`src/rtl/usart_scmd_pkg.sv`:
```
// usart smart card and multidrop control: shared constants and types
// assumes an apb slave at 50 MHz and a usart core giving etu ticks
//
// Contract
// RQ1 - enable bit selects smart card mode, resets 0
// RQ2 - nack inhibit bit suppresses nack, t0 only
// RQ3 - protocol bit: 0 is t0, 1 is t1
// RQ4 - t0 guard is 2 etus plus extra field
// RQ5 - extra field 0xff gives single-bit guard
// RQ6 - multidrop: parity-flagged byte is address, interrupts
// RQ7 - software keeps half-duplex enable cleared meanwhile
// RQ8 - t0 parity error answered by nack in guard
package usart_scmd_pkg;

	// ----------------------------------------
	// register map
	// ----------------------------------------
	localparam logic [31:0] SC_CTRL_ADDR = 32'h4000_8048;
	localparam logic [31:0] MD_CTRL_ADDR = 32'h4000_804c;
	localparam logic [31:0] IRQ_STAT_ADDR = 32'h4000_8070;
	localparam logic [31:0] IRQ_MASK_ADDR = 32'h4000_8074;
	localparam logic [31:0] MD_ADDR_ADDR = 32'h4000_8078;

	// ----------------------------------------
	// field positions and reset values
	// ----------------------------------------
	localparam int SC_EN_POS = 0;
	localparam int NACK_INH_POS = 1;
	localparam int PROT_POS = 2;
	localparam int XG_LSB = 8;
	localparam int XG_MSB = 15;
	localparam int MD_EN_POS = 0;
	localparam int IRQ_ADDR_POS = 0;
	localparam int IRQ_NACK_POS = 1;
	localparam int IRQ_GUARD_POS = 2;
	localparam int IRQ_W = 3;
	localparam logic [IRQ_W-1:0] IRQ_MASK_RST = 3'h0;
	localparam logic MD_EN_RST = 1'h0;

	// ----------------------------------------
	// timing in etus
	// ----------------------------------------
	localparam int GUARD_W = 9;
	localparam logic [7:0] XG_SINGLE = 8'hff;
	localparam logic [GUARD_W-1:0] GUARD_NOM_ETUS = 9'h002;
	localparam logic [GUARD_W-1:0] GUARD_SINGLE_ETUS = 9'h001;
	localparam logic [1:0] NACK_ETUS = 2'h1;

	// ----------------------------------------
	// carriers
	// ----------------------------------------
	typedef struct packed {
		logic [7:0] extra_guard_etus;
		logic protocol_select;
		logic nack_inhibit;
		logic smartcard_enable;
	} sc_cfg_t;

	localparam sc_cfg_t SC_CFG_RST = '{8'h00, 1'h0, 1'h0, 1'h0};

	typedef struct packed {
		logic done;
		logic parity_err;
		logic [7:0] data;
	} rx_char_t;

endpackage : usart_scmd_pkg

```
`src/rtl/usart_smartcard_multidrop_ctrl.sv`:
```
// smart card and rs-485 multidrop mode control with apb registers
// assumes a usart core that reports characters and supplies etu ticks
`timescale 1ns/100ps
module usart_smartcard_multidrop_ctrl (
	input wire logic pclk, // apb clock, 50 MHz
	input wire logic presetn, // async reset, active low
	input wire logic psel, // apb select
	input wire logic penable, // apb access phase
	input wire logic pwrite, // apb write
	input wire logic [31:0] paddr, // apb byte address
	input wire logic [31:0] pwdata, // apb write data
	output logic [31:0] prdata, // apb read data
	output logic pready, // apb ready
	output logic pslverr, // apb error, unmapped address
	input wire usart_scmd_pkg::rx_char_t rx_char, // received character
	input wire logic tx_char_done, // character sent, pulse
	input wire logic etu_tick, // one pulse per etu
	output usart_scmd_pkg::sc_cfg_t sc_cfg, // smart card settings
	output logic multidrop_mode, // normal multidrop mode on
	output logic tx_hold, // guard time running
	output logic sc_io_out, // card line level while driven
	output logic sc_io_oe, // card line driven
	output logic irq // interrupt, level
);
	localparam int IW = usart_scmd_pkg::IRQ_W;

	// ----------------------------------------
	// address decode
	// ----------------------------------------
	function automatic logic [4:0] reg_sel(input logic [31:0] a);
		logic [4:0] s;
		s = 5'h00;
		unique case (a)
			usart_scmd_pkg::SC_CTRL_ADDR: s = 5'h01;
			usart_scmd_pkg::MD_CTRL_ADDR: s = 5'h02;
			usart_scmd_pkg::IRQ_STAT_ADDR: s = 5'h04;
			usart_scmd_pkg::IRQ_MASK_ADDR: s = 5'h08;
			usart_scmd_pkg::MD_ADDR_ADDR: s = 5'h10;
			default: s = 5'h00;
		endcase
		return s;
	endfunction : reg_sel

	logic [4:0] sel;
	logic wr, rd_start;
	logic [IW-1:0] irq_status, next_irq_status;
	logic [IW-1:0] irq_mask, next_irq_mask;
	logic [IW-1:0] ev, w1c;
	logic [7:0] addr_byte, next_addr_byte;
	usart_scmd_pkg::sc_cfg_t next_sc_cfg;
	logic next_multidrop_mode, next_irq;
	logic next_pready, next_pslverr;
	logic [31:0] next_prdata, rdata;
	logic guard_done, nack_sent;

	// ----------------------------------------
	// mode engines
	// ----------------------------------------
	usart_sc_guard u_guard (
		.pclk(pclk),
		.presetn(presetn),
		.cfg(sc_cfg),
		.tx_char_done(tx_char_done),
		.etu_tick(etu_tick),
		.busy(tx_hold),
		.done(guard_done)
	);

	usart_sc_nack u_nack (
		.pclk(pclk),
		.presetn(presetn),
		.cfg(sc_cfg),
		.rx_char(rx_char),
		.etu_tick(etu_tick),
		.line_out(sc_io_out),
		.line_oe(sc_io_oe),
		.sent(nack_sent)
	);

	// ----------------------------------------
	// registers and events
	// ----------------------------------------
	always_comb begin
		sel = reg_sel(paddr);
		// writes land on the edge that completes the access
		wr = psel && penable && pready && pwrite;
		next_sc_cfg = sc_cfg;
		next_multidrop_mode = multidrop_mode;
		next_irq_mask = irq_mask;
		w1c = '0;
		if (wr && sel[0]) begin
			next_sc_cfg.smartcard_enable = pwdata[usart_scmd_pkg::SC_EN_POS]; // RQ1
			next_sc_cfg.nack_inhibit = pwdata[usart_scmd_pkg::NACK_INH_POS]; // RQ2
			next_sc_cfg.protocol_select = pwdata[usart_scmd_pkg::PROT_POS]; // RQ3
			next_sc_cfg.extra_guard_etus =
				pwdata[usart_scmd_pkg::XG_MSB:usart_scmd_pkg::XG_LSB]; // RQ4
		end
		if (wr && sel[1])
			next_multidrop_mode = pwdata[usart_scmd_pkg::MD_EN_POS]; // RQ6
		if (wr && sel[2])
			w1c = pwdata[IW-1:0];
		if (wr && sel[3])
			next_irq_mask = pwdata[IW-1:0];
		ev = '0;
		ev[usart_scmd_pkg::IRQ_ADDR_POS] =
			multidrop_mode && rx_char.done && rx_char.parity_err; // RQ6
		ev[usart_scmd_pkg::IRQ_NACK_POS] = nack_sent;
		ev[usart_scmd_pkg::IRQ_GUARD_POS] = guard_done;
		// a new event outranks a clear in the same cycle
		next_irq_status = (irq_status & ~w1c) | ev;
		next_addr_byte = ev[usart_scmd_pkg::IRQ_ADDR_POS] ? rx_char.data : addr_byte; // RQ6
		next_irq = |(next_irq_status & next_irq_mask); // RQ6
	end

	always_ff @(posedge pclk or negedge presetn) begin
		if (!presetn) begin
			sc_cfg <= usart_scmd_pkg::SC_CFG_RST;
			multidrop_mode <= usart_scmd_pkg::MD_EN_RST;
			irq_mask <= usart_scmd_pkg::IRQ_MASK_RST;
			irq_status <= '0;
			addr_byte <= 8'h00;
			irq <= 1'b0;
		end else begin
			sc_cfg <= next_sc_cfg;
			multidrop_mode <= next_multidrop_mode;
			irq_mask <= next_irq_mask;
			irq_status <= next_irq_status;
			addr_byte <= next_addr_byte;
			irq <= next_irq;
		end
	end

	// ----------------------------------------
	// apb answer
	// ----------------------------------------
	always_comb begin
		rdata = 32'h0000_0000;
		if (sel[0]) begin
			rdata[usart_scmd_pkg::SC_EN_POS] = sc_cfg.smartcard_enable;
			rdata[usart_scmd_pkg::NACK_INH_POS] = sc_cfg.nack_inhibit;
			rdata[usart_scmd_pkg::PROT_POS] = sc_cfg.protocol_select;
			rdata[usart_scmd_pkg::XG_MSB:usart_scmd_pkg::XG_LSB] =
				sc_cfg.extra_guard_etus;
		end
		if (sel[1])
			rdata[usart_scmd_pkg::MD_EN_POS] = multidrop_mode;
		if (sel[2])
			rdata[IW-1:0] = irq_status;
		if (sel[3])
			rdata[IW-1:0] = irq_mask;
		if (sel[4])
			rdata[7:0] = addr_byte;
		// one wait state: ready rises in the second access cycle
		rd_start = psel && penable && !pready;
		next_pready = rd_start;
		next_pslverr = rd_start && (sel == 5'h00);
		next_prdata = (rd_start && !pwrite) ? rdata : 32'h0000_0000;
	end

	always_ff @(posedge pclk or negedge presetn) begin
		if (!presetn) begin
			pready <= 1'b0;
			pslverr <= 1'b0;
			prdata <= 32'h0000_0000;
		end else begin
			pready <= next_pready;
			pslverr <= next_pslverr;
			prdata <= next_prdata;
		end
	end
endmodule : usart_smartcard_multidrop_ctrl

```
`src/rtl/usart_sc_guard.sv`:
```
// guard time timer after each transmitted smart card character
// assumes etu_tick pulses once per bit time from the baud logic
`timescale 1ns/100ps
module usart_sc_guard (
	input wire logic pclk, // clock
	input wire logic presetn, // async reset, active low
	input wire usart_scmd_pkg::sc_cfg_t cfg, // smart card settings
	input wire logic tx_char_done, // character sent, pulse
	input wire logic etu_tick, // one pulse per etu
	output logic busy, // guard running, holds off transmitter
	output logic done // guard ended, pulse
);
	typedef enum logic [1:0] {G_IDLE = 2'b01, G_RUN = 2'b10} guard_state_t;
	guard_state_t state, next_state;
	logic [usart_scmd_pkg::GUARD_W-1:0] left, next_left, len;
	logic next_busy, next_done, start;

	always_comb begin
		if (cfg.protocol_select)
			len = usart_scmd_pkg::GUARD_NOM_ETUS; // RQ3
		else if (cfg.extra_guard_etus == usart_scmd_pkg::XG_SINGLE)
			len = usart_scmd_pkg::GUARD_SINGLE_ETUS; // RQ5
		else
			len = usart_scmd_pkg::GUARD_NOM_ETUS + {1'h0, cfg.extra_guard_etus}; // RQ4
		start = (state == G_IDLE) && tx_char_done && cfg.smartcard_enable; // RQ1
		next_state = state;
		next_left = left;
		next_done = 1'b0;
		unique case (state)
			G_IDLE: begin
				if (start) begin
					next_state = G_RUN;
					next_left = len;
				end
			end
			G_RUN: begin
				if (etu_tick) begin
					next_left = left - 9'h001;
					if (left == 9'h001) begin
						next_state = G_IDLE;
						next_done = 1'b1;
					end
				end
			end
		endcase
		next_busy = (next_state == G_RUN);
	end

	always_ff @(posedge pclk or negedge presetn) begin
		if (!presetn) begin
			state <= G_IDLE;
			left <= '0;
			busy <= 1'b0;
			done <= 1'b0;
		end else begin
			state <= next_state;
			left <= next_left;
			busy <= next_busy;
			done <= next_done;
		end
	end

	// helper: ticks seen in one guard period
	logic [usart_scmd_pkg::GUARD_W-1:0] ticks, want;
	always_ff @(posedge pclk or negedge presetn) begin
		if (!presetn) begin
			ticks <= '0;
			want <= '0;
		end else if (start) begin
			ticks <= '0;
			want <= len;
		end else if (state == G_RUN && etu_tick) begin
			ticks <= ticks + 9'h001;
		end
	end
endmodule : usart_sc_guard

```
`src/rtl/usart_sc_nack.sv`:
```
// nack generator: pulls the card line low for one etu after a bad character
// assumes the receiver reports parity errors as the character ends
`timescale 1ns/100ps
module usart_sc_nack (
	input wire logic pclk, // clock
	input wire logic presetn, // async reset, active low
	input wire usart_scmd_pkg::sc_cfg_t cfg, // smart card settings
	input wire usart_scmd_pkg::rx_char_t rx_char, // received character
	input wire logic etu_tick, // one pulse per etu
	output logic line_out, // card line level while driven
	output logic line_oe, // high while driving the line
	output logic sent // nack finished, pulse
);
	typedef enum logic [2:0] {
		N_IDLE = 3'b001,
		N_WAIT = 3'b010,
		N_DRIVE = 3'b100
	} nack_state_t;
	nack_state_t state, next_state;
	logic [1:0] left, next_left;
	logic next_oe, next_sent, want_nack;

	always_comb begin
		// inhibit and t1 both silence the nack
		want_nack = rx_char.done && rx_char.parity_err && cfg.smartcard_enable // RQ1
			&& !cfg.protocol_select && !cfg.nack_inhibit; // RQ2
		next_state = state;
		next_left = left;
		next_sent = 1'b0;
		unique case (state)
			N_IDLE: begin
				if (want_nack)
					next_state = N_WAIT; // RQ8
			end
			N_WAIT: begin
				// first tick marks the start of the guard period
				if (etu_tick) begin
					next_state = N_DRIVE;
					next_left = usart_scmd_pkg::NACK_ETUS;
				end
			end
			N_DRIVE: begin
				if (etu_tick) begin
					next_left = left - 2'h1;
					if (left == 2'h1) begin
						next_state = N_IDLE;
						next_sent = 1'b1;
					end
				end
			end
		endcase
		next_oe = (next_state == N_DRIVE); // RQ8
	end

	always_ff @(posedge pclk or negedge presetn) begin
		if (!presetn) begin
			state <= N_IDLE;
			left <= '0;
			line_oe <= 1'b0;
			sent <= 1'b0;
			line_out <= 1'b0;
		end else begin
			state <= next_state;
			left <= next_left;
			line_oe <= next_oe;
			sent <= next_sent;
			line_out <= 1'b0;
		end
	end
endmodule : usart_sc_nack

```
`config.mk`:
```
export PLATFORM = sky130hd
export DESIGN_NAME = usart_smartcard_multidrop_ctrl
export DESIGN_NICKNAME = d
export VERILOG_FILES = /design/src/rtl/usart_scmd_pkg.sv /design/src/rtl/usart_smartcard_multidrop_ctrl.sv /design/src/rtl/usart_sc_guard.sv /design/src/rtl/usart_sc_nack.sv
export SDC_FILE = /design/constraint.sdc
export NUM_CORES = 1
export LEC_CHECK = 0
export BUFFER_PORTS_ARGS = -buffer_cell sky130_fd_sc_hd__buf_2
export CORE_MARGIN = 1
export CORE_UTILIZATION = 50
export DETAILED_ROUTE_END_ITERATION = 8
export MAX_ROUTING_LAYER = met4
export PLACE_DENSITY = 0.8
export SKIP_CTS_REPAIR_TIMING = 1
export SLEW_MARGIN = 40
export SYNTH_ARGS = -nofsm -noshare
export SYNTH_HDL_FRONTEND = slang
export SYNTH_HIERARCHICAL = 1
export SYNTH_SLANG_ARGS = --single-unit
export TNS_END_PERCENT = 10
```
`constraint.sdc`:
```
create_clock -name pclk -period 2.1 [get_ports pclk]
set_input_delay 0.42 -clock pclk [delete_from_list [all_inputs] [get_ports pclk]]
set_output_delay 0.42 -clock pclk [all_outputs]
set_load 0.05 [all_outputs]
```
After elaboration in Yosys (flattened, before gate mapping)
Cells that the tools add are included.
{ "totals": {"regBits": 65, "input_bits": 81, "out_inout_bits": 50, "word_cells": 106} }
{ "op_classes": {"n_addsub": 3, "n_eq_ne": 19, "muxes": 33, "bitwise": 4, "reduce_logical": 27} }
{ "op_table": {"columns": ["cell", "count"], "rows": [
  ["$eq A32 B31 Y1 const B", 5],
  ["$mux W9", 4],
  ["$mux W3", 9],
  ["$pmux W5 S5", 1],
  ["$logic_and A1 B1 Y1", 18],
  ["$pmux W9 S2", 1],
  ["$mux W16", 1],
  ["$mux W8", 2],
  ["$mux W2", 5],
  ["$add A2 B8 Y9 const A", 1],
  ["$eq A9 B1 Y1 const B", 1],
  ["$pmux W3 S3", 1],
  ["$sub A9 B1 Y9 const B", 1],
  ["$eq A8 B8 Y1 const B", 1],
  ["$pmux W2 S2", 2],
  ["$mux W1", 7],
  ["$and A3 B3 Y3", 2],
  ["$eq A3 B3 Y1 const B", 2],
  ["$ne A2 B2 Y1 const B", 3],
  ["$logic_not A5 Y1", 1],
  ["$eq A2 B1 Y1 const B", 2],
  ["$eq A2 B2 Y1 const B", 2],
  ["$logic_not A1 Y1", 4],
  ["$eq A3 B1 Y1 const B", 1],
  ["9 further kinds", 9]
]} }

Depth between registers and ports, before layout
{ "logic_depth": {"word_depth": 10, "depth_mapped": 6, "ltp_nobuf": 6} }

Hierarchy
Netlist, hierarchy kept.
{ "modules_own_cells": {"columns": ["module", "n_inst", "cells_per_inst", "area_each_um2", "seq_area_each_um2"], "rows": [
  ["usart_smartcard_multidrop_ctrl", 1, 174, 2222.1, 1126.1],
  ["usart_sc_guard", 1, 99, 878.3, 326.6],
  ["usart_sc_nack", 1, 37, 399.1, 176.4]
]} }

Least setup slack after synthesis
Ideal clock, no wire load.
{ "synth_path": {"path_type": "input to register", "start": "in paddr[26]", "end": "reg sc_cfg[4] (netlist name)", "setup_ns": 0.125, "arrival_ns": 1.709, "t_required_ns": 1.975, "slack_ns": 0.265, "cell_stages": 6, "path_buffers": 1, "path_cell_list": "nor4b_2 > nand3_4 > nor3b_2 > and2_4 > buf_12 > mux2_4"} }
{ "synth_between": {"elab_chain_cells": 3, "elab_cells_between_ends": 7, "classes_between": "eq/ne (5); mux (1); reduce/logical (1)"} }
{ "synth_rtl": {"columns": ["item", "line", "source"], "rows": [
  ["start: declaration", "usart_smartcard_multidrop_ctrl.sv:10", "input wire logic [31:0] paddr,"],
  ["$eq A32 B31 Y1", "usart_smartcard_multidrop_ctrl.sv:33", "unique case (a)"],
  ["$pmux W5 S5 *", "usart_smartcard_multidrop_ctrl.sv:33", null],
  ["$logic_and A1 B1 Y1 *", "usart_smartcard_multidrop_ctrl.sv:91", "if (wr && sel[0]) begin"],
  ["end signal: assignment", "usart_smartcard_multidrop_ctrl.sv:117", "sc_cfg <= usart_scmd_pkg::SC_CFG_RST;"],
  ["end signal: assignment", "usart_smartcard_multidrop_ctrl.sv:124", "sc_cfg <= next_sc_cfg;"],
  ["end: declaration", "usart_smartcard_multidrop_ctrl.sv:18", "output usart_scmd_pkg::sc_cfg_t sc_cfg,"]
]} }
Every way passes the cells marked *; elsewhere a longest branch is shown, timed or not.
A chain may end at the register's enable or synchronous reset.

Worst setup path after layout
{ "layout_path": {"start": "reg u_guard/left[0] (netlist name)", "end": "reg u_guard/left[6] (netlist name)"} }
{ "layout_between": {"elab_chain_cells": 3} }
{ "layout_rtl": {"columns": ["item", "line", "source"], "rows": [
  ["start: declaration", "usart_sc_guard.sv:15", "logic [usart_scmd_pkg::GUARD_W-1:0] left, next_left, len;"],
  ["start signal: assignment", "usart_sc_guard.sv:57", "left <= next_left;"],
  ["$sub A9 B1 Y9", "usart_sc_guard.sv:38", "next_left = left - 9'h001;"],
  ["$mux W9", "usart_sc_guard.sv:37", "if (etu_tick) begin"],
  ["$pmux W9 S2", "usart_sc_guard.sv:29", "unique case (state)"]
]} }
No other way between the ends. The select of a mux whose other input is x is not followed.

==> run summary <==
maximum resistive drop on vdd: 0.389 mV
CTS tree: yes
cell-by-cell listing of the critical path: inv_1 > ha_1 > or4b_4 > o21ai_2 > nand2b_1 > a221o_1
start of the worst register-to-register path: u_guard/left[0]
sinks on the clock net: 65
combined area of all synthesized cells: 3500 sq um
max_slew headroom: 62.6%
total wire length: 7.78 mm
Nets: 492
slack of the worst reg-to-reg path: 0.16 ns
minimum clock period after layout: 1.94 ns
count of input and output buffers: 92
run status: complete, no violations
number of antenna cells inserted: 0
top cell type's share of synthesized area: 45.0%
Total Routing Usage GR: 23.4%
final worst path period share: 92.4%
DRT antenna net count: 0
top cells by count, synth: sky130_fd_sc_hd__dfrtp_1, sky130_fd_sc_hd__buf_4, sky130_fd_sc_hd__nor2_1, sky130_fd_sc_hd__nand2_1
Detailed Routing Iterations Pass 1: 4
Core Rows: 30
RD Place Congestion: 0.894
delay of the slowest cell on the worst path: 0.52 ns
area leader, netlist: sky130_fd_sc_hd__dfrtp_1
Critical-path top delay cell: sky130_fd_sc_hd__or4b_4
number of pins exceeding their max-slew limit in the final report: 0
library cell used as clock root buffer: sky130_fd_sc_hd__clkbuf_8
final hold violation count: 0
Critical Path Source Type: flop
share of post-route cells with drive strength above 1: 39.6%
DRC Markers: 0
Tightest Pin Transition: 0.557 ns
average via count per standard cell: 5.46
global-route wire length before repair: 12.8 mm
number of design-rule violations left by the first detailed-router iteration: 242
Setup TNS: 0 ns
vias after detailed routing: 2,772
cell types occupying the most area after synthesis: sky130_fd_sc_hd__dfrtp_1, sky130_fd_sc_hd__mux2_4, sky130_fd_sc_hd__buf_4, sky130_fd_sc_hd__mux2_2, sky130_fd_sc_hd__and2_1
die area: 7340 sq um
maximum number of pins on one net before global-route repair: 44
predominant post-synthesis flop cell: sky130_fd_sc_hd__dfrtp_1
starting utilization of the core area: 51.5%
initial antenna violation count: 0
width of the die: 85.7 um
Post-Synthesis Mean Instance Area: 11.3 sq um
most common cell in the synthesized netlist: sky130_fd_sc_hd__dfrtp_1
power density cells: 727 nW/um^2
max-cap check violation count: 0
final setup violating endpoints: 0
asr flop ratio synth: 100%
Worst EP arrival: 2.18 ns
sequential area share after synthesis: 46.5%
post-synthesis cell count: 310
distinct cell type count of the synthesized netlist: 76
unrepaired setup endpoints after global routing: false
total overflow reported by the global router: 0
class of the most critical setup path: reg -> reg
Post-Route Hold Slack: 0.0208 ns
endpoint required time on the critical path: 2.34 ns
post-route total power: 3.07 mW
FF+latch count, synth: 65
number of synthesized flops with an enable pin: 0
average routed wire per standard cell: 15.3 um
buffer levels on the longest clock path: 2
clock tree skew after final layout: 0.0120 ns
Yosys warning total: 6
leakage power total: 2.17 nW
clock network latency to the later pin of the worst-skew pair: 0.36 ns
Worst Path Max Fanout: 5
clock transition time at the flip-flop clock pins of the worst setup and hold paths: 0.08 ns
Min-Delay Path Class: in -> async
die height: 85.7 um
number of global-route vias before repair: 2,648
highest clock rate: 0.515 GHz
reg-to-reg critical path endpoint: u_guard/left[6]
number of CTS-inserted buffers: 9
total number of H-tree levels: 3
area added between synthesis and finish: 20.7%
number of top-level pins: 131
area of the core region: 6790 sq um
hpwl dp: 5.58 mm
depth of the worst register-to-register path: 6
endpoint type of the worst setup path: flop
[through the flow]
| stage | util [%] | cell area [sq um] | instances | worst slack (ns) |
|---|---|---|---|---|
| global route | 62.2 | 4220 | 508 | 0.0652 |
| detailed placement | 58.7 | 3990 | 492 | 0.00934 |
| CTS | 62.1 | 4220 | 508 | 0.156 |
| floorplan | - | 3560 | 325 | 0.265 |
| finish | 62.2 | 4220 | 508 | 0.159 |
| global placement | 58.7 | 3990 | 492 | 0.0332 |
[critical path: cells and delay by family, from the launching register on]
kind            cells  cell delay [ns]
buf+inv             1             0.12
fa+ha+maj           1             0.23
flops               1             0.42
simple gates        2             0.58
compound gates      2             0.46
[worst max path at each step]
stage                                 from               to  slack [ns]  cells after the start
after floorplan                  paddr[26]        sc_cfg[4]        0.27                      6
after global placement           paddr[20]        sc_cfg[3]        0.03                      6
after detailed placement         paddr[10]        sc_cfg[3]       0.009                      6
after CTS                 u_guard/state[0]  u_guard/left[3]        0.16                      4
after global routing       u_guard/left[0]  u_guard/left[6]        0.07                      6
final                      u_guard/left[0]  u_guard/left[6]        0.16                      6
[kinds of logic after synthesis]
group / count (synthesis) / synth area share, %
other: 2 / 0.215
xor gates and xnor gates: 5 / 1.25
DFF: 65 / 46.5
and+or+nand+nor: 115 / 23.3
adders and majority gates: 4 / 1.43
muxes: 24 / 8.65
AOI/OAI and AO/OA: 55 / 11.4
buffers and inverters: 40 / 7.22
[routing by layer]
| layer | part of all wire, % | vias to the layer above | routed length [um] | GRT usage (%) |
|---|---|---|---|---|
| met5 | 0 | - | 0 | - |
| met4 | 1.6 | 0 | 127 | 12.7 |
| met3 | 5.8 | 12 | 453 | 3.56 |
| met2 | 49 | 119 | 3810 | 36.7 |
| met1 | 44 | 1358 | 3390 | 29.3 |
| li1 | - | 1283 | - | - |
[power breakdown]
| group | total, mW | internal, mW | leakage, nW | switching, mW |
|---|---|---|---|---|
| Sequential | 1.40 | 1.33 | 0.864 | 0.0780 |
| Combinational | 0.446 | 0.168 | 1.20 | 0.278 |
| Clock | 1.22 | 0.680 | 0.110 | 0.539 |
| Total | 3.07 | 2.17 | 2.17 | 0.894 |
[placed cells by master, fill, tap and decap left out, types with 3 or more instances in the layout]
| master | instances |
|---|---|
| sky130_fd_sc_hd__xnor2_1 | 4 |
| sky130_fd_sc_hd__clkbuf_8 | 9 |
| sky130_fd_sc_hd__a21o_1 | 4 |
| sky130_fd_sc_hd__buf_2 | 92 |
| sky130_fd_sc_hd__nand4_1 | 3 |
| sky130_fd_sc_hd__nor2_1 | 17 |
| sky130_fd_sc_hd__and4_1 | 3 |
| sky130_fd_sc_hd__a31oi_1 | 3 |
| sky130_fd_sc_hd__o21ai_0 | 11 |
| sky130_fd_sc_hd__conb_1 | 17 |
| sky130_fd_sc_hd__mux2_4 | 10 |
| sky130_fd_sc_hd__mux2_2 | 10 |
| sky130_fd_sc_hd__ha_1 | 4 |
| sky130_fd_sc_hd__nand2_1 | 15 |
| sky130_fd_sc_hd__and3_1 | 7 |
| sky130_fd_sc_hd__nor3_1 | 5 |
| sky130_fd_sc_hd__dfrtp_1 | 63 |
| sky130_fd_sc_hd__buf_4 | 5 |
| sky130_fd_sc_hd__and2_1 | 13 |
| sky130_fd_sc_hd__a21oi_1 | 9 |
| sky130_fd_sc_hd__or3_1 | 3 |
| sky130_fd_sc_hd__nor4_4 | 3 |
| sky130_fd_sc_hd__inv_1 | 13 |
| sky130_fd_sc_hd__mux2i_1 | 4 |
| sky130_fd_sc_hd__nor3b_2 | 3 |
| sky130_fd_sc_hd__nand3_1 | 12 |
| sky130_fd_sc_hd__nor2b_1 | 6 |
[flip-flops by register name, indices dropped and copies added, names as in the netlist, 2 cells and up]
signal         cells
sc_cfg            11
irq_mask           3
addr_byte          8
prdata            16
u_nack/left        2
u_guard/left       9
u_nack/state       3
irq_status         3
u_guard/state      2
[layout make-up]
cell class	count	area, sq um
clock buffers	9	124
well taps	96	120
multi-input cells	220	1680
flip-flops and latches	65	1630
repair buffers	98	518
clock inverters	7	103
inverters	13	48.8
fillers	574	2570
Note: power is estimated with default switching activity, not from simulation.
